$ cat src/pec_pkg.sv
/*
  Package for the PWM generator enable and control block: register offsets,
  field positions, reset values and the register-bus request carrier.
  Assumes an 8-bit register port with byte addresses and one clock.
*/
package pec_pkg;

  localparam int unsigned ADDR_W = 12;
  localparam int unsigned DATA_W = 8;
  localparam int unsigned CNT_W  = 16;
  localparam int unsigned N_GEN  = 3;
  localparam int unsigned N_OUT  = 6;

  // ----------------------------------------------------------------------
  // Register offsets (byte addresses; 16-bit registers: high byte first)
  // ----------------------------------------------------------------------
  localparam logic [11:0] OFS_ENC_A     = 12'h020;
  localparam logic [11:0] OFS_CONFIG    = 12'h022;
  localparam logic [11:0] OFS_OUT_CTL   = 12'h023;
  localparam logic [11:0] OFS_OUT_VAL   = 12'h024;
  localparam logic [11:0] OFS_READBACK  = 12'h025;
  localparam logic [11:0] OFS_CINV      = 12'h026;
  localparam logic [11:0] OFS_IRQ_STAT  = 12'h027;
  localparam logic [11:0] OFS_IRQ_MASK  = 12'h028;
  localparam logic [11:0] OFS_CNT_A     = 12'h02A;
  localparam logic [11:0] OFS_MOD_A     = 12'h02C;
  localparam logic [11:0] OFS_VAL_BASE  = 12'h040;
  localparam logic [11:0] OFS_ENC_B     = 12'h528;
  localparam logic [11:0] OFS_FQC_B     = 12'h529;
  localparam logic [11:0] OFS_CNT_B     = 12'h52A;
  localparam logic [11:0] OFS_MOD_B     = 12'h52C;
  localparam logic [11:0] OFS_DTM_B     = 12'h52E;
  localparam logic [11:0] OFS_ENC_C     = 12'h530;
  localparam logic [11:0] OFS_FQC_C     = 12'h531;
  localparam logic [11:0] OFS_CNT_C     = 12'h532;
  localparam logic [11:0] OFS_MOD_C     = 12'h534;
  localparam logic [11:0] OFS_DTM_C     = 12'h536;
  localparam logic [11:0] OFS_DMP0      = 12'h538;
  localparam logic [11:0] OFS_DMP1      = 12'h539;

  // ----------------------------------------------------------------------
  // Field positions
  // ----------------------------------------------------------------------
  localparam int unsigned ENC_EN_BIT    = 7;
  localparam int unsigned ENC_GLD_BIT   = 6;
  localparam int unsigned ENC_RST_BIT   = 2;
  localparam int unsigned ENC_LDOK_BIT  = 1;
  localparam int unsigned ENC_RIE_BIT   = 0;
  localparam int unsigned CFG_MTG_BIT   = 0;
  localparam int unsigned CFG_WP_BIT    = 1;
  localparam int unsigned IRQ_FAULT_BIT = 3;

  // ----------------------------------------------------------------------
  // Reset values
  // ----------------------------------------------------------------------
  localparam logic [7:0]  RST_BYTE = 8'h00;
  localparam logic [15:0] RST_WORD = 16'h0000;
  localparam logic [15:0] RST_MOD  = 16'h00FF;

  typedef struct packed {
    logic [ADDR_W-1:0] addr;
    logic [DATA_W-1:0] wdata;
    logic              wr;
    logic              rd;
  } pec_req_s;

endpackage : pec_pkg

$ cat src/pec_top.sv
/*
  PWM generator enable and control: three edge-aligned generators, six
  compare outputs, load-ok reload, restart on commutation, write protect,
  software output control, fault protection and a reload/fault interrupt.
  Assumes synchronous register-port master on clk; pins are asynchronous.
*/
`timescale 1ns/1ps
`default_nettype none

module pec_top (
  input  wire logic             clk,
  input  wire logic             reset_n,
  input  wire pec_pkg::pec_req_s bus_req,
  output var  logic [7:0]       rdata,
  input  wire logic             global_load_ok,
  input  wire logic             commutation,
  input  wire logic             fault_in,
  output var  logic [5:0]       pwm_out,
  output var  logic             irq
);

  // ----------------------------------------------------------------------
  // Helpers
  // ----------------------------------------------------------------------
  function automatic logic [11:0] val_addr(input int unsigned n);
    val_addr = pec_pkg::OFS_VAL_BASE + 12'(2 * n);
  endfunction : val_addr

  function automatic logic [11:0] gen_ofs(input int unsigned g, input int unsigned kind);
    logic [11:0] r;
    r = 12'h000;
    case (kind)
      0: r = (g == 0) ? pec_pkg::OFS_ENC_A : (g == 1) ? pec_pkg::OFS_ENC_B
                                                      : pec_pkg::OFS_ENC_C;
      1: r = (g == 0) ? pec_pkg::OFS_CNT_A : (g == 1) ? pec_pkg::OFS_CNT_B
                                                      : pec_pkg::OFS_CNT_C;
      default: r = (g == 0) ? pec_pkg::OFS_MOD_A : (g == 1) ? pec_pkg::OFS_MOD_B
                                                            : pec_pkg::OFS_MOD_C;
    endcase
    gen_ofs = r;
  endfunction : gen_ofs

  // Generator that times output k: its own pair's generator, or A
  function automatic int unsigned gen_of(input logic multi_timebase_select, input int unsigned k);
    gen_of = multi_timebase_select ? (k / 2) : 0;
  endfunction : gen_of

  // ----------------------------------------------------------------------
  // State
  // ----------------------------------------------------------------------
  logic [2:0]  gen_en_ff, gld_sel_ff, restart_ff, ldok_ff, rie_ff, en_dly_ff;
  logic        mtg_ff, wp_ff, fault_mask_ff, fault_ff;
  logic [5:0]  out_ctl_ff, out_val_ff, cinv_ff;
  logic [3:0]  irq_stat_ff;
  logic [15:0] cnt_ff     [3];
  logic [15:0] mod_buf_ff [3];
  logic [15:0] mod_act_ff [3];
  logic [15:0] val_buf_ff [6];
  logic [15:0] val_act_ff [6];
  logic [7:0]  fqc_ff [2];
  logic [15:0] dtm_ff [2];
  logic [7:0]  dmp_ff [2];
  logic [1:0]  gld_sync_ff, com_sync_ff, flt_sync_ff;
  logic        com_prev_ff;

  logic [2:0]  eff_en, cyc_start, half_edge, reload_ev, reload_ok;
  logic        com_rise;
  logic [11:0] a;
  logic        wr;

  assign a  = bus_req.addr;
  assign wr = bus_req.wr;

  // ----------------------------------------------------------------------
  // Pin synchronisers
  // ----------------------------------------------------------------------
  always_ff @(posedge clk or negedge reset_n) begin
    if (!reset_n) begin
      gld_sync_ff <= 2'h0;
      com_sync_ff <= 2'h0;
      flt_sync_ff <= 2'h0;
      com_prev_ff <= 1'b0;
    end else begin
      gld_sync_ff <= {gld_sync_ff[0], global_load_ok};
      com_sync_ff <= {com_sync_ff[0], commutation};
      flt_sync_ff <= {flt_sync_ff[0], fault_in};
      com_prev_ff <= com_sync_ff[1];
    end
  end

  assign com_rise = com_sync_ff[1] & ~com_prev_ff;

  // ----------------------------------------------------------------------
  // Generator timing
  // ----------------------------------------------------------------------
  // One clock serves core, system and bus roles, so no crossing is needed
  always_comb begin
    for (int g = 0; g < 3; g++) begin
      eff_en[g]    = mtg_ff ? gen_en_ff[g] : gen_en_ff[0];
      cyc_start[g] = eff_en[g] & (~en_dly_ff[g] | (cnt_ff[g] == mod_act_ff[g])
                     | (restart_ff[g] & com_rise));
      half_edge[g] = cyc_start[g] | (eff_en[g] & (cnt_ff[g] == mod_act_ff[g]));
      reload_ev[g] = cyc_start[g];
      reload_ok[g] = reload_ev[g] & (gld_sel_ff[g] ? gld_sync_ff[1] : ldok_ff[g]);
    end
  end

  always_ff @(posedge clk or negedge reset_n) begin
    if (!reset_n) begin
      en_dly_ff <= 3'h0;
      for (int g = 0; g < 3; g++) begin
        cnt_ff[g]     <= pec_pkg::RST_WORD;
        mod_act_ff[g] <= pec_pkg::RST_MOD;
      end
    end else begin
      en_dly_ff <= eff_en;
      for (int g = 0; g < 3; g++) begin
        if (!eff_en[g] || cyc_start[g])
          cnt_ff[g] <= pec_pkg::RST_WORD;
        else
          cnt_ff[g] <= cnt_ff[g] + 16'h0001;
        if (reload_ok[g])
          mod_act_ff[g] <= mod_buf_ff[g];
      end
    end
  end

  always_ff @(posedge clk or negedge reset_n) begin
    if (!reset_n) begin
      for (int k = 0; k < 6; k++)
        val_act_ff[k] <= pec_pkg::RST_WORD;
    end else begin
      for (int k = 0; k < 6; k++)
        if (reload_ok[gen_of(mtg_ff, k)])
          val_act_ff[k] <= val_buf_ff[k];
    end
  end

  // ----------------------------------------------------------------------
  // Fault latch
  // ----------------------------------------------------------------------
  always_ff @(posedge clk or negedge reset_n) begin
    if (!reset_n)
      fault_ff <= 1'b0;
    else if (flt_sync_ff[1])
      fault_ff <= 1'b1;
    else if (!eff_en[0] || half_edge[0])
      fault_ff <= 1'b0;
  end

  // ----------------------------------------------------------------------
  // Outputs
  // ----------------------------------------------------------------------
  always_ff @(posedge clk or negedge reset_n) begin
    if (!reset_n) begin
      pwm_out <= 6'h00;
    end else begin
      for (int k = 0; k < 6; k++) begin
        // Live polarity bit: a polarity write flips the output mid-cycle
        if (fault_ff)
          pwm_out[k] <= 1'b0;
        else if (out_ctl_ff[k])
          pwm_out[k] <= out_val_ff[k];
        else if (!eff_en[gen_of(mtg_ff, k)])
          pwm_out[k] <= 1'b0;
        else if (cinv_ff[k])
          pwm_out[k] <= cnt_ff[gen_of(mtg_ff, k)] > val_act_ff[k];
        else
          pwm_out[k] <= cnt_ff[gen_of(mtg_ff, k)] < val_act_ff[k];
      end
    end
  end

  // ----------------------------------------------------------------------
  // Register writes
  // ----------------------------------------------------------------------
  always_ff @(posedge clk or negedge reset_n) begin
    if (!reset_n) begin
      gen_en_ff  <= 3'h0;
      gld_sel_ff <= 3'h0;
      restart_ff <= 3'h0;
      rie_ff     <= 3'h0;
    end else begin
      for (int g = 0; g < 3; g++) begin
        if (wr && a == gen_ofs(g, 0)) begin
          gen_en_ff[g] <= bus_req.wdata[pec_pkg::ENC_EN_BIT];
          rie_ff[g]    <= bus_req.wdata[pec_pkg::ENC_RIE_BIT];
          if (!wp_ff) begin
            gld_sel_ff[g] <= bus_req.wdata[pec_pkg::ENC_GLD_BIT];
            restart_ff[g] <= bus_req.wdata[pec_pkg::ENC_RST_BIT];
          end
        end
      end
      if (wr && a == pec_pkg::OFS_IRQ_MASK)
        rie_ff <= bus_req.wdata[2:0];
    end
  end

  // Local load-ok: software sets, a reload taken on local load-ok clears; a write wins
  always_ff @(posedge clk or negedge reset_n) begin
    if (!reset_n)
      ldok_ff <= 3'h0;
    else
      for (int g = 0; g < 3; g++)
        if (wr && a == gen_ofs(g, 0))
          ldok_ff[g] <= bus_req.wdata[pec_pkg::ENC_LDOK_BIT];
        else if (reload_ok[g] && !gld_sel_ff[g])
          ldok_ff[g] <= 1'b0;
  end

  always_ff @(posedge clk or negedge reset_n) begin
    if (!reset_n) begin
      mtg_ff        <= 1'b0;
      wp_ff         <= 1'b0;
      out_ctl_ff    <= 6'h00;
      out_val_ff    <= 6'h00;
      cinv_ff       <= 6'h00;
      fault_mask_ff <= 1'b0;
    end else begin
      if (wr && a == pec_pkg::OFS_CONFIG) begin
        mtg_ff <= bus_req.wdata[pec_pkg::CFG_MTG_BIT];
        // Write protect is set-only so a runaway write cannot unlock it
        wp_ff  <= wp_ff | bus_req.wdata[pec_pkg::CFG_WP_BIT];
      end
      if (wr && a == pec_pkg::OFS_OUT_CTL)
        out_ctl_ff <= bus_req.wdata[5:0];
      if (wr && a == pec_pkg::OFS_OUT_VAL)
        out_val_ff <= bus_req.wdata[5:0];
      if (wr && a == pec_pkg::OFS_CINV)
        cinv_ff <= bus_req.wdata[5:0];
      if (wr && a == pec_pkg::OFS_IRQ_MASK)
        fault_mask_ff <= bus_req.wdata[pec_pkg::IRQ_FAULT_BIT];
    end
  end

  always_ff @(posedge clk or negedge reset_n) begin
    if (!reset_n) begin
      for (int g = 0; g < 3; g++)
        mod_buf_ff[g] <= pec_pkg::RST_MOD;
      for (int k = 0; k < 6; k++)
        val_buf_ff[k] <= pec_pkg::RST_WORD;
      for (int i = 0; i < 2; i++) begin
        fqc_ff[i] <= pec_pkg::RST_BYTE;
        dtm_ff[i] <= pec_pkg::RST_WORD;
        dmp_ff[i] <= pec_pkg::RST_BYTE;
      end
    end else if (wr) begin
      for (int g = 0; g < 3; g++) begin
        if (a == gen_ofs(g, 2))
          mod_buf_ff[g][15:8] <= bus_req.wdata;
        if (a == gen_ofs(g, 2) + 12'h001)
          mod_buf_ff[g][7:0] <= bus_req.wdata;
      end
      for (int k = 0; k < 6; k++) begin
        if (a == val_addr(k))
          val_buf_ff[k][15:8] <= bus_req.wdata;
        if (a == val_addr(k) + 12'h001)
          val_buf_ff[k][7:0] <= bus_req.wdata;
      end
      if (a == pec_pkg::OFS_FQC_B) fqc_ff[0] <= bus_req.wdata;
      if (a == pec_pkg::OFS_FQC_C) fqc_ff[1] <= bus_req.wdata;
      if (a == pec_pkg::OFS_DTM_B) dtm_ff[0][15:8] <= bus_req.wdata;
      if (a == pec_pkg::OFS_DTM_B + 12'h001) dtm_ff[0][7:0] <= bus_req.wdata;
      if (a == pec_pkg::OFS_DTM_C) dtm_ff[1][15:8] <= bus_req.wdata;
      if (a == pec_pkg::OFS_DTM_C + 12'h001) dtm_ff[1][7:0] <= bus_req.wdata;
      if (a == pec_pkg::OFS_DMP0) dmp_ff[0] <= bus_req.wdata;
      if (a == pec_pkg::OFS_DMP1) dmp_ff[1] <= bus_req.wdata;
    end
  end

  // ----------------------------------------------------------------------
  // Interrupt status: reload flags A-C and fault; write one to clear
  // ----------------------------------------------------------------------
  always_ff @(posedge clk or negedge reset_n) begin
    if (!reset_n) begin
      irq_stat_ff <= 4'h0;
      irq         <= 1'b0;
    end else begin
      // A new event in the clearing cycle survives the clear
      irq_stat_ff <= (irq_stat_ff & ~((wr && a == pec_pkg::OFS_IRQ_STAT)
                      ? bus_req.wdata[3:0] : 4'h0)) | {flt_sync_ff[1], reload_ev};
      irq <= |(irq_stat_ff & {fault_mask_ff, rie_ff});
    end
  end

  // ----------------------------------------------------------------------
  // Register reads: data stand in the cycle after the strobe only
  // ----------------------------------------------------------------------
  always_ff @(posedge clk or negedge reset_n) begin
    if (!reset_n) begin
      rdata <= pec_pkg::RST_BYTE;
    end else begin
      rdata <= 8'h00;
      if (bus_req.rd) begin
        for (int g = 0; g < 3; g++) begin
          if (a == gen_ofs(g, 0))
            rdata <= {gen_en_ff[g], gld_sel_ff[g], 3'h0, restart_ff[g],
                      ldok_ff[g], rie_ff[g]};
          if (a == gen_ofs(g, 1))                 rdata <= cnt_ff[g][15:8];
          if (a == gen_ofs(g, 1) + 12'h001)       rdata <= cnt_ff[g][7:0];
          if (a == gen_ofs(g, 2))                 rdata <= mod_buf_ff[g][15:8];
          if (a == gen_ofs(g, 2) + 12'h001)       rdata <= mod_buf_ff[g][7:0];
        end
        for (int k = 0; k < 6; k++) begin
          if (a == val_addr(k))                   rdata <= val_buf_ff[k][15:8];
          if (a == val_addr(k) + 12'h001)         rdata <= val_buf_ff[k][7:0];
        end
        case (a)
          pec_pkg::OFS_CONFIG:   rdata <= {6'h00, wp_ff, mtg_ff};
          pec_pkg::OFS_OUT_CTL:  rdata <= {2'h0, out_ctl_ff};
          pec_pkg::OFS_OUT_VAL:  rdata <= {2'h0, out_val_ff};
          pec_pkg::OFS_READBACK: rdata <= {2'h0, pwm_out};
          pec_pkg::OFS_CINV:     rdata <= {2'h0, cinv_ff};
          pec_pkg::OFS_IRQ_STAT: rdata <= {4'h0, irq_stat_ff};
          pec_pkg::OFS_IRQ_MASK: rdata <= {4'h0, fault_mask_ff, rie_ff};
          pec_pkg::OFS_FQC_B:    rdata <= {fqc_ff[0][7:1], irq_stat_ff[1]};
          pec_pkg::OFS_FQC_C:    rdata <= {fqc_ff[1][7:1], irq_stat_ff[2]};
          pec_pkg::OFS_DTM_B:    rdata <= dtm_ff[0][15:8];
          pec_pkg::OFS_DTM_B + 12'h001: rdata <= dtm_ff[0][7:0];
          pec_pkg::OFS_DTM_C:    rdata <= dtm_ff[1][15:8];
          pec_pkg::OFS_DTM_C + 12'h001: rdata <= dtm_ff[1][7:0];
          pec_pkg::OFS_DMP0:     rdata <= dmp_ff[0];
          pec_pkg::OFS_DMP1:     rdata <= dmp_ff[1];
          default:               ;
        endcase
      end
    end
  end
endmodule : pec_top

`default_nettype wire

$ cat config.mk
export PLATFORM = sky130hd
export DESIGN_NAME = pec_top
export DESIGN_NICKNAME = d
export VERILOG_FILES = /design/src/pec_pkg.sv /design/src/pec_top.sv
export SDC_FILE = /design/constraint.sdc
export NUM_CORES = 1
export LEC_CHECK = 0
export BUFFER_PORTS_ARGS = -buffer_cell sky130_fd_sc_hd__buf_2
export CAP_MARGIN = 0
export CELL_PAD_IN_SITES_DETAIL_PLACEMENT = 2
export CELL_PAD_IN_SITES_GLOBAL_PLACEMENT = 2
export CORE_MARGIN = 10
export CORE_UTILIZATION = 43
export DETAILED_ROUTE_END_ITERATION = 10
export GPL_TIMING_DRIVEN = 1
export PLACE_DENSITY = 0.78
export REMOVE_ABC_BUFFERS = 1
export SLEW_MARGIN = 20
export SYNTH_ARGS = -nofsm -noshare
export SYNTH_HDL_FRONTEND = slang
export SYNTH_SLANG_ARGS = --single-unit
$ cat constraint.sdc
create_clock -name clk -period 3.7 [get_ports clk]
set_input_delay 0.37 -clock clk [delete_from_list [all_inputs] [get_ports clk]]
set_output_delay 0.37 -clock clk [all_outputs]
set_load 0.01 [all_outputs]
Yosys cells after proc, flatten, opt, wreduce, memory -nomap -nowiden
Cells that the tools add are included.
{"block": "word_totals", "ff_bits": 466, "input_bits": 27, "output_inout_bits": 15, "wordCells": 342}
{"block": "op_classes", "addsub": 12, "order_cmp": 16, "eq_ne": 54, "mux": 102, "bitwise_logic": 30, "n_reduce_logical": 59}
{"operator": "12-bit equality test", "count": 21}
{"operator": "8-bit two-way mux", "count": 28}
{"operator": "12-bit by 7-bit equality test with 1-bit output (second input constant)", "count": 12}
{"operator": "12-bit two-way mux", "count": 12}
{"operator": "12-bit by 11-bit equality test with 1-bit output (second input constant)", "count": 10}
{"operator": "8-bit one-hot mux with 15 select lines", "count": 1}
{"operator": "16-bit two-way mux", "count": 7}
{"operator": "12-bit by 1-bit adder with 12-bit output (second input constant)", "count": 9}
{"operator": "12-bit by 6-bit equality test with 1-bit output (second input constant)", "count": 8}
{"operator": "16-bit greater-than comparator", "count": 6}
{"operator": "16-bit < comparator", "count": 6}
{"operator": "33-bit by 3-bit greater-or-equal comparator with 1-bit output (second input constant)", "count": 2}
{"operator": "16-bit binary-select mux with 2-bit select", "count": 2}
{"operator": "32-bit by 3-bit < comparator with 1-bit output (second input constant)", "count": 2}
{"operator": "2-bit AND reduction", "count": 29}
{"operator": "16-bit by 1-bit adder with 16-bit output (second input constant)", "count": 3}
{"operator": "16-bit equality test", "count": 3}
{"operator": "1-bit two-way mux", "count": 45}
{"operator": "1-bit NOT with 33-bit output", "count": 1}
{"operator": "2-bit NOT with 33-bit output", "count": 1}
{"operator": "2-bit nonzero test", "count": 7}
{"operator": "1-bit logical AND", "count": 12}
{"operator": "1-bit AND", "count": 11}
{"operator": "4-bit AND", "count": 2}
{"operator": "other kinds (11)", "count": 33}

Longest topological paths before layout
Gate-level depths: netlist of run 1.
{"block": "depth", "word_depth": 31, "ltp_mapped": 13, "depth_no_buf": 11}

Worst setup path after synthesis of run 1
No wires, ideal clock.
{"block": "synth_timing", "path_kind": "register to register", "from": "register mtg_ff", "to": "register pwm_out[2]", "setup_time_ns": 0.094, "arrival_ns": 2.970, "required_ns": 3.606, "path_slack_ns": 0.636, "path_stages_with_launch": 14, "n_path_buf": 3, "synth_period_minus_slack_ns": 3.064, "path_cell_list": "dfrtp_1 -> clkbuf_1 -> clkbuf_1 -> clkbuf_1 -> nand2_1 -> nand2_1 -> ha_1 -> nand2_1 -> nor2_1 -> a2111oi_0 -> nor2_1 -> o32ai_1 -> mux2_2 -> a211oi_1"}
{"block": "synth_between", "elab_chain_len": 10, "elab_cells_between_ends": 15, "classes_between": "2 x order compare; 12 x mux; 1 x bitwise"}
{"element": "start, declared", "line": "pec_top.sv:52", "source": "logic mtg_ff, wp_ff, fault_mask_ff, fault_ff;"}
{"element": "start signal, assigned", "line": "pec_top.sv:221", "source": "mtg_ff <= bus_req.wdata[pec_pkg::CFG_MTG_BIT];"}
{"element": "1-bit two-way mux", "line": "pec_top.sv:45", "source": "gen_of = multi_timebase_select ? (k / 2) : 0;"}
{"element": "1-bit NOT with 33-bit output (not written as such)", "line": "pec_top.sv:167, pec_top.sv:169"}
{"element": "16-bit binary-select mux with 2-bit select", "line": "pec_top.sv:167, pec_top.sv:169"}
{"element": "16-bit two-way mux (not written as such) (2 in series)", "line": "pec_top.sv:167, pec_top.sv:169"}
{"element": "16-bit < comparator or 16-bit greater-than comparator (tied branches)", "line": "pec_top.sv:169, pec_top.sv:167"}
{"element": "1-bit two-way mux", "line": "pec_top.sv:166", "source": "else if (cinv_ff[k])"}
{"element": "1-bit two-way mux (*)", "line": "pec_top.sv:164", "source": "else if (!eff_en[gen_of(mtg_ff, k)])"}
{"element": "1-bit two-way mux (*)", "line": "pec_top.sv:162", "source": "else if (out_ctl_ff[k])"}
{"element": "1-bit two-way mux (*)", "line": "pec_top.sv:160", "source": "if (fault_ff)"}
{"element": "end signal, assigned by index", "line": "pec_top.sv:163", "source": "pwm_out[k] <= out_val_ff[k];"}
{"element": "end signal, assigned by index", "line": "pec_top.sv:167", "source": "pwm_out[k] <= cnt_ff[gen_of(mtg_ff, k)] > val_act_ff[k];"}
{"element": "end signal, assigned by index", "line": "pec_top.sv:169", "source": "pwm_out[k] <= cnt_ff[gen_of(mtg_ff, k)] < val_act_ff[k];"}
{"element": "end, declared", "line": "pec_top.sv:18", "source": "output var logic [5:0] pwm_out,"}
Mark *: on every way between the ends. The rest lies on a longest branch, timed or not. The select of a mux whose other input is x is not followed.
A chain may end at the register's enable or synchronous reset.

Worst setup path in the final report of run 1
{"block": "layout_timing", "from": "register cnt_ff[41] in the netlist's numbering", "to": "register val_act_ff[16] in the netlist's numbering"}
{"block": "layout_between", "elab_chain_len": 7}
{"element": "start, declared", "line": "pec_top.sv:55", "source": "logic [15:0] cnt_ff [3];"}
{"element": "start signal, assigned by index", "line": "pec_top.sv:112", "source": "cnt_ff[g] <= pec_pkg::RST_WORD;"}
{"element": "start signal, assigned by index", "line": "pec_top.sv:119", "source": "cnt_ff[g] <= pec_pkg::RST_WORD;"}
{"element": "start signal, assigned by index", "line": "pec_top.sv:121", "source": "cnt_ff[g] <= cnt_ff[g] + 16'h0001;"}
{"element": "16-bit equality test", "line": "pec_top.sv:100", "source": "cyc_start[g] = eff_en[g] & (~en_dly_ff[g] | (cnt_ff[g] == mod_act_ff[g])"}
{"element": "1-bit OR", "line": "pec_top.sv:100"}
{"element": "1-bit OR", "line": "pec_top.sv:101", "source": "| (restart_ff[g] & com_rise));"}
{"element": "1-bit AND", "line": "pec_top.sv:100"}
{"element": "1-bit AND", "line": "pec_top.sv:104", "source": "reload_ok[g] = reload_ev[g] & (gld_sel_ff[g] ? gld_sync_ff[1] : ldok_ff[g]);"}
{"element": "1-bit binary-select mux with 2-bit select", "line": "pec_top.sv:134", "source": "if (reload_ok[gen_of(mtg_ff, k)])"}
{"element": "1-bit two-way mux (not written as such)", "line": "pec_top.sv:134"}
{"element": "end signal, assigned by index", "line": "pec_top.sv:131", "source": "val_act_ff[k] <= pec_pkg::RST_WORD;"}
{"element": "end signal, assigned by index", "line": "pec_top.sv:135", "source": "val_act_ff[k] <= val_buf_ff[k];"}
{"element": "end, declared", "line": "pec_top.sv:59", "source": "logic [15:0] val_act_ff [6];"}
Every way passes these cells. The select of a mux whose other input is x is not followed.

==> impl_metrics.py, run 1 <==
metrics = {
    "run_status": {
        "status": "finished clean",
    },
    "synthesis": {
        "ys_top_cells_by_area": "dfrtp_1 43%, mux2_2 14%, dfstp_2 5.2%, ha_1 5.1%, nand2_1 3.2%",
        "yosysSeqAreaShare_pct": 48.1,
        "yosysTopAreaCellShare_pct": 42.9,
        "synthArstFlopShare_pct": 100,
        "synth_ff_type": "dfrtp_1",
        "synth_top_area_cell": "dfrtp_1",
        "synth-seq-cells": 464,
        "synth_edf_count": 0,
        "avgSynthCellArea_um2": 11.1,
        "postSynthCellCount": 2178,
        "yosysWarnings": 0,
        "synth_cell_types": 82,
        "syn_area_mm2": 0.0243,
    },
    "detailed_routing": {
        "dr.pass1.iters": 5,
        "antenna_left": 0,
        "routed_wl_um": 107000,
        "vias": 19700,
        "drtIter0Drc": 1996,
        "remaining_drc_errors": 0,
        "via_per_inst": 6.41,
        "wl_per_cell_um": 34.9,
    },
    "cts": {
        "cts_post_setup_buffers_inserted": 0,
        "cts_tree": "built",
        "clockRootBuffer": "clkbuf_16",
        "cts.repair.resized": 0,
        "htreeDepth": 2,
        "cts.sinks": 464,
        "clk_path_buf_depth": 3,
        "numCtsBuffers": 52,
        "path_clk_slew_ns": 0.07,
        "clk_latency_ns": 0.62,
    },
    "cells_and_area": {
        "final_common_cell": "dfrtp_1",
        "drive_gt1_share_pct": 28.6,
        "layout_common_cells": "415 x dfrtp_1, 309 x mux2_2, 205 x nand2_1, 115 x inv_1, 110 x buf_4",
        "synthToLayoutAreaGrowth_pct": 14.5,
        "fin_nets": 2402,
    },
    "floorplan": {
        "die-height_um": 257,
        "die_area_mm2": 0.0663,
        "ios": 42,
        "die_x_um": 257,
        "core_mm2": 0.0555,
        "placementRows": 86,
        "start_util_pct": 43.7,
    },
    "worst_setup_path": {
        "cp.arrival_ns": 3.91,
        "crit_family": "simple AND/OR/NAND/NOR gates",
        "max_stage_delay_ns": 0.71,
        "crit_path_end_kind": "register",
        "worstPathRequired_ns": 4.19,
        "crit_type": "reg2reg",
        "worstPathMaxFanout": 32,
        "path_cells": "xnor2_1 -> nand4_1 -> nor4_1 -> o21ai_1 -> or2_2 -> mux2i_4 -> buf_12 -> mux2_1",
        "start_kind": "register",
        "cp.buffers_inverters": 1,
        "ff2ff_setup_slack_ns": 0.28,
        "crit_slowest_cell": "dfrtp_1",
    },
    "timing": {
        "setup_viol": 0,
        "slew_violations": 0,
        "period_share_pct": 92.4,
        "hold_viol": 0,
        "slew_headroom_pct": 24.7,
        "fmax_ghz": 0.293,
        "rsz0062_at_grt": "false",
        "worst_pin_slew_ns": 1.13,
        "setup_tns_ns": 0,
        "post-route-min-period_ns": 3.42,
        "whs_ns": 0.0505,
        "fin_worst_skew_ns": 0.0149,
        "fin_ws_ns": 0.281,
    },
    "global_route": {
        "grt_max_degree": 101,
        "grt_overflow": 0,
        "grt_pass1_wl_um": 157000,
        "first_global_vias": 22000,
        "grt_use_total_pct": 32.0,
        "antenna_found_initial": 7,
    },
    "placed_design": {
        "port_buffers": 41,
        "dpl.hpwl_um": 76100,
        "finalWeightedCongestion": 0.995,
        "preCtsSetupSlack_ns": 0.265,
    },
    "power": {
        "pwr-share-clk_pct": 50.3,
        "powerDensity_mw_per_mm2": 405,
        "swShare_pct": 24.0,
        "p_leak_nw": 13.1,
        "peakVddDrop_mv": 0.365,
        "seqPwrFrac_pct": 45.6,
        "pwr-share-comb_pct": 4.1,
        "power_switching_mw": 2.70,
        "internal_power_mw": 8.54,
    },
    "hold_path": {
        "hp-class": "in2reg",
    },
    "job": {
        "max_cap_violations": 0,
    },
}
[area by class of cell]
cell class / instances / area, um2
clock buffers: 81 / 1570
fillers: 5503 / 27700
diodes: 2 / 5.00
well taps: 748 / 936
flip-flops and latches: 464 / 11700
multi-input cells: 1477 / 11600
repair buffers: 166 / 1300
inverters: 115 / 432
clock inverters: 17 / 254
[through the flow]
step	utilization, %	instance area, um2	std cells	power (mW)
after floorplan	-	23700	2056	5.28
after global placement	46.6	25900	2965	5.64
after detailed placement	46.6	25900	2965	5.65
after CTS	50.0	27800	3067	11.3
after global routing	50.0	27800	3069	11.5
final	50.0	27800	3070	11.2
[synth_stat cells, types with 32 or more instances]
library cell	instances
dfrtp_1	416
mux2_2	309
nand2_1	205
inv_1	115
nor2_1	102
ha_1	99
o21ai_0	77
clkbuf_1	76
nand3_1	68
xor2_1	58
a21oi_1	52
dfstp_2	48
a22oi_1	47
xnor2_1	32
[registers in the layout, summed over array words and instances, names as in the netlist, 4 cells and up]
| register | count |
|---|---|
| mod_buf_ff | 48 |
| pwm_out | 6 |
| cnt_ff | 48 |
| dmp_ff | 16 |
| dtm_ff | 32 |
| out_val_ff | 6 |
| rdata | 8 |
| out_ctl_ff | 6 |
| val_act_ff | 96 |
| mod_act_ff | 48 |
| cinv_ff | 6 |
| fqc_ff | 14 |
| val_buf_ff | 96 |
| irq_stat_ff | 4 |
[power by group through the flow]
| stage | clock network, mW | registers [mW] | logic [mW] |
|---|---|---|---|
| floorplan | 0 | 5.20 | 0.0856 |
| global placement | 0 | 5.21 | 0.435 |
| detailed placement | 0 | 5.21 | 0.446 |
| CTS | 5.69 | 5.12 | 0.454 |
| global route | 5.90 | 5.12 | 0.486 |
| finish | 5.65 | 5.12 | 0.465 |
[layer usage]
layer  part of all wire (%)  wire [um]  up-vias  GRT usage, %
li1                       -          -     8063             -
met1                     41      43400    10400          40.6
met2                     47      50000      880          51.2
met3                    7.2       7760      301          6.35
met4                    5.5       5920        0          16.6
met5                      0          0        -             0
[cell families (layout without fill, tap and decap cells)]
logic type                 after synthesis  in the layout  share of synthesized area [%]
and+or+nand+nor                        561            561                           11.4
DFF                                    464            464                           48.1
muxes                                  365            365                           17.5
AOI/OAI and AO/OA                      362            362                           10.5
buffers and inverters                  237            379                           4.19
adders and majority gates               99             99                           5.11
xor gates and xnor gates                90             90                           3.25
other                                    0              2                              0
[final timing paths]
check | start | to | cells after the start
worst max-delay path | cnt_ff[41] | val_act_ff[16] | 8
worst min-delay path | bus_req[3] | wp_ff | 2
worst max register to register | cnt_ff[41] | val_act_ff[16] | 8
worst min register to register | com_sync_ff[0] | com_sync_ff[1] | 0
max in group asynchronous | reset_n | mod_act_ff[5] | 3
min in group asynchronous | reset_n | cnt_ff[27] | 2
[repair_timing]
action,CTS,global route
hold buffers,4,0
endpoints found under the setup margin,0,0
hold endpoints to repair,86,0
Power figures use the tool's default switching activity.
==> run 2, diff against run 1 <==
--- a/config.mk
+++ b/config.mk
@@ -9,12 +9,12 @@
 export CAP_MARGIN = 0
 export CELL_PAD_IN_SITES_DETAIL_PLACEMENT = 2
 export CELL_PAD_IN_SITES_GLOBAL_PLACEMENT = 2
-export CORE_MARGIN = 10
+export CORE_MARGIN = 3
 export CORE_UTILIZATION = 43
 export DETAILED_ROUTE_END_ITERATION = 10
 export GPL_TIMING_DRIVEN = 1
+export MAX_ROUTING_LAYER = met4
 export PLACE_DENSITY = 0.78
-export REMOVE_ABC_BUFFERS = 1
 export SLEW_MARGIN = 20
 export SYNTH_ARGS = -nofsm -noshare
 export SYNTH_HDL_FRONTEND = slang
==> run 2 against run 1 <==
Hold slack improved by 0.00072 ns; fmax decreased by 1.3%; core utilization decreased by 0.10 points; sequential cell count unchanged; sequential power about the same; cell count decreased by 0.26%; total power decreased by 1.8%; via count decreased by 2.5%; die area decreased by 11%; global-route usage increased by 5.0 points; critical path depth unchanged.
==> impl_metrics.py, run 2 (synthesis gave the netlist of run 1 again) <==
metrics = {
    "global_route": {
        "grt_use_met1_pct": 46.4,
        "first_global_vias": 21400,
        "grt_pass1_wl_um": 155000,
        "use_met2_pct": 58.2,
        "grt_max_degree": 129,
        "grt_use_total_pct": 37.0,
        "grt_overflow": 0,
        "top_usage_layer": "met2",
        "antenna_found_initial": 7,
        "use_met3_pct": 8.09,
    },
    "worst_setup_path": {
        "max_stage_delay_ns": 0.88,
        "crit_type": "reg2reg",
        "start_kind": "register",
        "crit_path_end_kind": "register",
        "cp.arrival_ns": 3.94,
        "path_cells": "xnor2_1 -> nand4_1 -> nor4_1 -> o21ai_1 -> or2_2 -> mux2i_4 -> buf_12 -> mux2_1",
        "crit_slowest_cell": "dfrtp_1",
        "worstPathMaxFanout": 32,
        "worstPathRequired_ns": 4.18,
    },
    "detailed_routing": {
        "routed_wl_um": 106000,
        "remaining_drc_errors": 0,
        "antenna_left": 0,
        "dr.pass1.iters": 5,
        "via_per_inst": 6.27,
        "wl_per_cell_um": 34.7,
        "vias": 19200,
        "drtIter0Drc": 1791,
    },
    "timing": {
        "hold_viol": 0,
        "setup_viol": 0,
        "setup_tns_ns": 0,
        "post-route-min-period_ns": 3.46,
        "fin_worst_skew_ns": 0.0233,
        "fmax_ghz": 0.289,
        "fin_ws_ns": 0.238,
        "slew_violations": 0,
        "rsz0062_at_grt": "false",
        "worst_pin_slew_ns": 1.17,
        "slew_headroom_pct": 21.9,
        "whs_ns": 0.0512,
        "period_share_pct": 93.6,
    },
    "cts": {
        "path_clk_slew_ns": 0.06,
        "numCtsBuffers": 51,
        "clk_path_buf_depth": 3,
        "clk_latency_ns": 0.63,
        "clockRootBuffer": "clkbuf_16",
        "htreeDepth": 2,
        "cts.repair.resized": 0,
        "cts.sinks": 464,
        "cts_tree": "built",
    },
    "cells_and_area": {
        "layout_common_cells": "415 x dfrtp_1, 309 x mux2_2, 205 x nand2_1, 115 x inv_1, 103 x buf_4",
        "drive_gt1_share_pct": 28.3,
        "top_regs": "val_act_ff: 96 flops, val_buf_ff: 96 flops",
        "final_common_cell": "dfrtp_1",
        "fin_nets": 2392,
        "final_util_pct": 49.9,
        "synthToLayoutAreaGrowth_pct": 14.1,
    },
    "floorplan": {
        "ios": 42,
        "core_mm2": 0.0554,
        "start_util_pct": 43.8,
        "die_area_mm2": 0.0593,
        "placementRows": 86,
        "die_x_um": 243,
        "die-height_um": 243,
    },
    "power": {
        "pwr-share-comb_pct": 4.0,
        "pwr-share-clk_pct": 49.6,
        "seqPwrFrac_pct": 46.4,
        "peakVddDrop_mv": 0.466,
        "internal_power_mw": 8.42,
        "power_switching_mw": 2.62,
        "powerDensity_mw_per_mm2": 399,
        "swShare_pct": 23.7,
        "p_leak_nw": 13.1,
    },
    "job": {
        "max_cap_violations": 0,
    },
    "placed_design": {
        "finalWeightedCongestion": 1.03,
        "port_buffers": 41,
        "preCtsSetupSlack_ns": 0.231,
        "dpl.hpwl_um": 74400,
    },
    "run_status": {
        "status": "finished clean",
    },
    "hold_path": {
        "hp-class": "in2reg",
    },
    "synthesis": {
        "syn_nets": 2304,
    },
}
==> run 2: critical path: cells and delay by family (launching register included) <==
kind            cells  cell delay (ns)
compound gates      1             0.26
buf+inv             1             0.26
xor+xnor            1             0.20
flops               1             0.88
mux                 2             0.58
simple gates        3             1.09
==> run 2: final cells by class <==
class / count / area (um2)
multi-input cells: 1477 / 11600
repair buffers: 157 / 1220
inverters: 115 / 432
clock inverters: 13 / 189
clock buffers: 83 / 1600
diodes: 5 / 12.5
fillers: 5491 / 27700
well taps: 748 / 936
flip-flops and latches: 464 / 11700
==> run 2: worst paths after layout <==
check | to | cells past startpoint | from | slack, ns
setup / recovery | val_act_ff[11] | 8 | cnt_ff[38] | 0.24
setup reg to reg | val_act_ff[11] | 8 | cnt_ff[38] | 0.24
hold / removal | wp_ff | 2 | bus_req[3] | 0.05
min in group asynchronous | cnt_ff[30] | 2 | reset_n | 0.23
max in group asynchronous | fqc_ff[1] | 3 | reset_n | 2.43
hold reg to reg | flt_sync_ff[1] | 0 | flt_sync_ff[0] | 0.37
==> run 2: metal layers <==
metal	wire [um]	vias up
met5	0	-
met4	5030	0
met3	7830	245
met2	49700	709
met1	43600	10200
li1	-	8040
==> run 2: metrics by stage <==
stage,power (mW),std cells,instance area [um2]
2_1_floorplan,5.34,2178,24300
6_report,11.0,3062,27700
3_5_place_dp,5.64,2957,25800
3_3_place_gp,5.63,2957,25800
5_1_grt,11.3,3060,27700
4_1_cts,11.1,3057,27700
==> run 2: what timing repair did <==
action | CTS | global route
hold endpoints to repair | 29 | 0
hold buffers | 4 | 0
buffers inserted | 0 | 0
endpoints found under the setup margin | 0 | 0
==> run 2: power by group through the flow <==
stage / Combinational [mW] / Sequential (mW) / Clock [mW]
2_1_floorplan: 0.144 / 5.19 / 0
6_report: 0.444 / 5.12 / 5.47
3_5_place_dp: 0.431 / 5.21 / 0
5_1_grt: 0.468 / 5.12 / 5.75
3_3_place_gp: 0.424 / 5.21 / 0
4_1_cts: 0.439 / 5.12 / 5.54
==> run 3, diff against run 2 <==
==> constraint.sdc (replaced) <==
create_clock -name clk -period 3.65 [get_ports clk]
set_input_delay 0.365 -clock clk [delete_from_list [all_inputs] [get_ports clk]]
set_output_delay 0.365 -clock clk [all_outputs]
set_load 0.01 [all_outputs]
==> run 3 against run 2 <==
Global-route usage down 0.24 points; hold slack got worse by 0.0051 ns; combinational power is 1% higher; clock skew up 0.0067 ns; cell area rose by 0.25%; fmax increased by 6.6%; critical path depth unchanged; clock power up 3%; critical path type unchanged.
==> impl_metrics.py, run 3 (synthesis gave the netlist of run 1 again) <==
metrics = {
    "cts": {
        "path_clk_slew_ns": 0.06,
        "clockRootBuffer": "clkbuf_16",
        "cts_tree": "built",
        "clk_path_buf_depth": 3,
        "cts.sinks": 464,
        "cts_post_setup_buffers_inserted": 0,
        "htreeDepth": 2,
        "cts.repair.resized": 0,
        "clk_latency_ns": 0.62,
        "numCtsBuffers": 52,
    },
    "worst_setup_path": {
        "ff2ff_setup_slack_ns": 0.40,
        "crit_type": "reg2reg",
        "start_kind": "register",
        "crit_start": "cnt_ff[42]",
        "crit_path_end_kind": "register",
        "cp.arrival_ns": 3.74,
        "cp-endpoint": "val_act_ff[17]",
        "r2r_cells": 8,
        "worstPathMaxFanout": 32,
        "r2r-start": "cnt_ff[42]",
        "worstPathRequired_ns": 4.14,
        "r2r_end": "val_act_ff[17]",
    },
    "cells_and_area": {
        "final_common_cell": "dfrtp_1",
        "final_area_mm2": 0.0277,
        "drive_gt1_share_pct": 28.6,
        "top_regs": "val_act_ff: 96 flops, val_buf_ff: 96 flops",
        "synthToLayoutAreaGrowth_pct": 14.4,
        "layout_common_cells": "415 x dfrtp_1, 309 x mux2_2, 205 x nand2_1, 116 x buf_4, 115 x inv_1",
        "fin_cells": 3072,
        "final_util_pct": 50.1,
        "fin_nets": 2404,
    },
    "power": {
        "swShare_pct": 23.6,
        "peakVddDrop_mv": 0.423,
        "pwr-share-clk_pct": 50.0,
        "pwr-share-comb_pct": 4.0,
        "power_switching_mw": 2.66,
        "internal_power_mw": 8.62,
        "powerDensity_mw_per_mm2": 407,
        "seqPwrFrac_pct": 46.0,
        "p_leak_nw": 13.1,
    },
    "timing": {
        "slew_headroom_pct": 20.3,
        "fmax_ghz": 0.308,
        "rsz0062_at_grt": "false",
        "period_share_pct": 89.0,
        "hold_viol": 0,
        "post-route-min-period_ns": 3.25,
        "setup_tns_ns": 0,
        "slew_violations": 0,
        "fin_worst_skew_ns": 0.0300,
        "setup_viol": 0,
        "fin_ws_ns": 0.401,
        "worst_pin_slew_ns": 1.20,
    },
    "placed_design": {
        "post_dp_cell_area_mm2": 0.0259,
        "placed_cells": 2968,
        "finalWeightedCongestion": 1.06,
        "dpl.hpwl_um": 74800,
        "preCtsSetupSlack_ns": 0.452,
        "port_buffers": 41,
    },
    "floorplan": {
        "core_mm2": 0.0554,
        "die_area_mm2": 0.0593,
        "placementRows": 86,
        "die-height_um": 243,
        "die_x_um": 243,
        "ios": 42,
        "start_util_pct": 43.8,
    },
    "detailed_routing": {
        "vias": 19700,
        "routed_wl_um": 106000,
        "remaining_drc_errors": 0,
        "dr.pass1.iters": 8,
        "via_per_inst": 6.41,
        "wl_per_cell_um": 34.4,
        "antenna_left": 0,
        "drtIter0Drc": 1873,
    },
    "global_route": {
        "top_usage_layer": "met2",
        "first_global_vias": 21600,
        "antenna_found_initial": 7,
        "grt_pass1_wl_um": 155000,
        "use_met2_pct": 59.3,
        "grt_max_degree": 90,
        "grt_use_total_pct": 36.8,
        "grt_overflow": 0,
        "grt_use_met1_pct": 46.5,
        "use_met3_pct": 6.17,
    },
    "job": {
        "max_cap_violations": 0,
    },
    "hold_path": {
        "hp-class": "in2reg",
    },
    "synthesis": {
        "syn_nets": 2304,
    },
    "run_status": {
        "status": "finished clean",
    },
}
run 3: changes by cell type in the layout (fill, tap and decap cells not counted), sizes merged:
| cell | previous run | this run |
|---|---|---|
| clkinv | 5 | 9 |
| buf | 153 | 164 |
| inv | 117 | 115 |
| clkbuf | 83 | 77 |
| bufinv | 4 | 6 |
| clkinvlp | 2 | 3 |
run 3: layout make-up:
cell class                      instances  area [um2]
Fill cell                            5503       27700
Inverter                              115         432
Clock buffer                           77        1550
Tap cell                              748         936
Multi-Input combinational cell       1477       11600
Timing Repair Buffer                  168        1270
Sequential cell                       464       11700
Clock inverter                         18         267
Antenna cell                            5        12.5
run 3: how the worst min path moves through the flow:
stage                     end      startpoint  depth (start not counted)  slack [ns]
6_report                wp_ff      bus_req[3]                          2        0.05
5_1_grt                 wp_ff      bus_req[3]                          2        0.04
4_1_cts                 wp_ff      bus_req[3]                          2        0.01
3_5_place_dp   gld_sync_ff[1]  gld_sync_ff[0]                          0        0.34
3_3_place_gp   flt_sync_ff[1]  flt_sync_ff[0]                          0        0.33
2_1_floorplan      cinv_ff[0]         reset_n                          0        0.07
run 3: metal layers:
metal | part of all wire (%) | vias to the layer above
li1 | - | 8064
met1 | 41 | 10500
met2 | 48 | 869
met3 | 7.2 | 271
met4 | 4.4 | 0
met5 | 0 | -
run 3: worst max-delay path, cell delays in order, from the launching register on:
cell and delay, ns:
dfrtp_1 0.72, xnor2_1 0.18, nand4_1 0.13, nor4_1 0.48, o21ai_1 0.25, or2_2 0.46, mux2i_4 0.23, buf_12 0.27
mux2_1 0.37
run 3: power groups by stage:
stage	Sequential [mW]	Clock, mW	Combinational [mW]
6_report	5.19	5.64	0.450
5_1_grt	5.19	5.92	0.473
4_1_cts	5.19	5.70	0.444
3_5_place_dp	5.28	0	0.438
3_3_place_gp	5.28	0	0.427
2_1_floorplan	5.27	0	0.146
run 3: what timing repair did:
action,in CTS,in global routing
hold endpoints to repair,71,0
hold buffers,4,0
setup endpoints to repair,0,0
run 3: per-stage QoR:
stage / power, mW / hold slack (ns)
5_1_grt: 11.6 / 0.0352
3_3_place_gp: 5.70 / 0.332
2_1_floorplan: 5.41 / 0.0694
6_report: 11.3 / 0.0461
4_1_cts: 11.3 / 0.0106
3_5_place_dp: 5.72 / 0.339
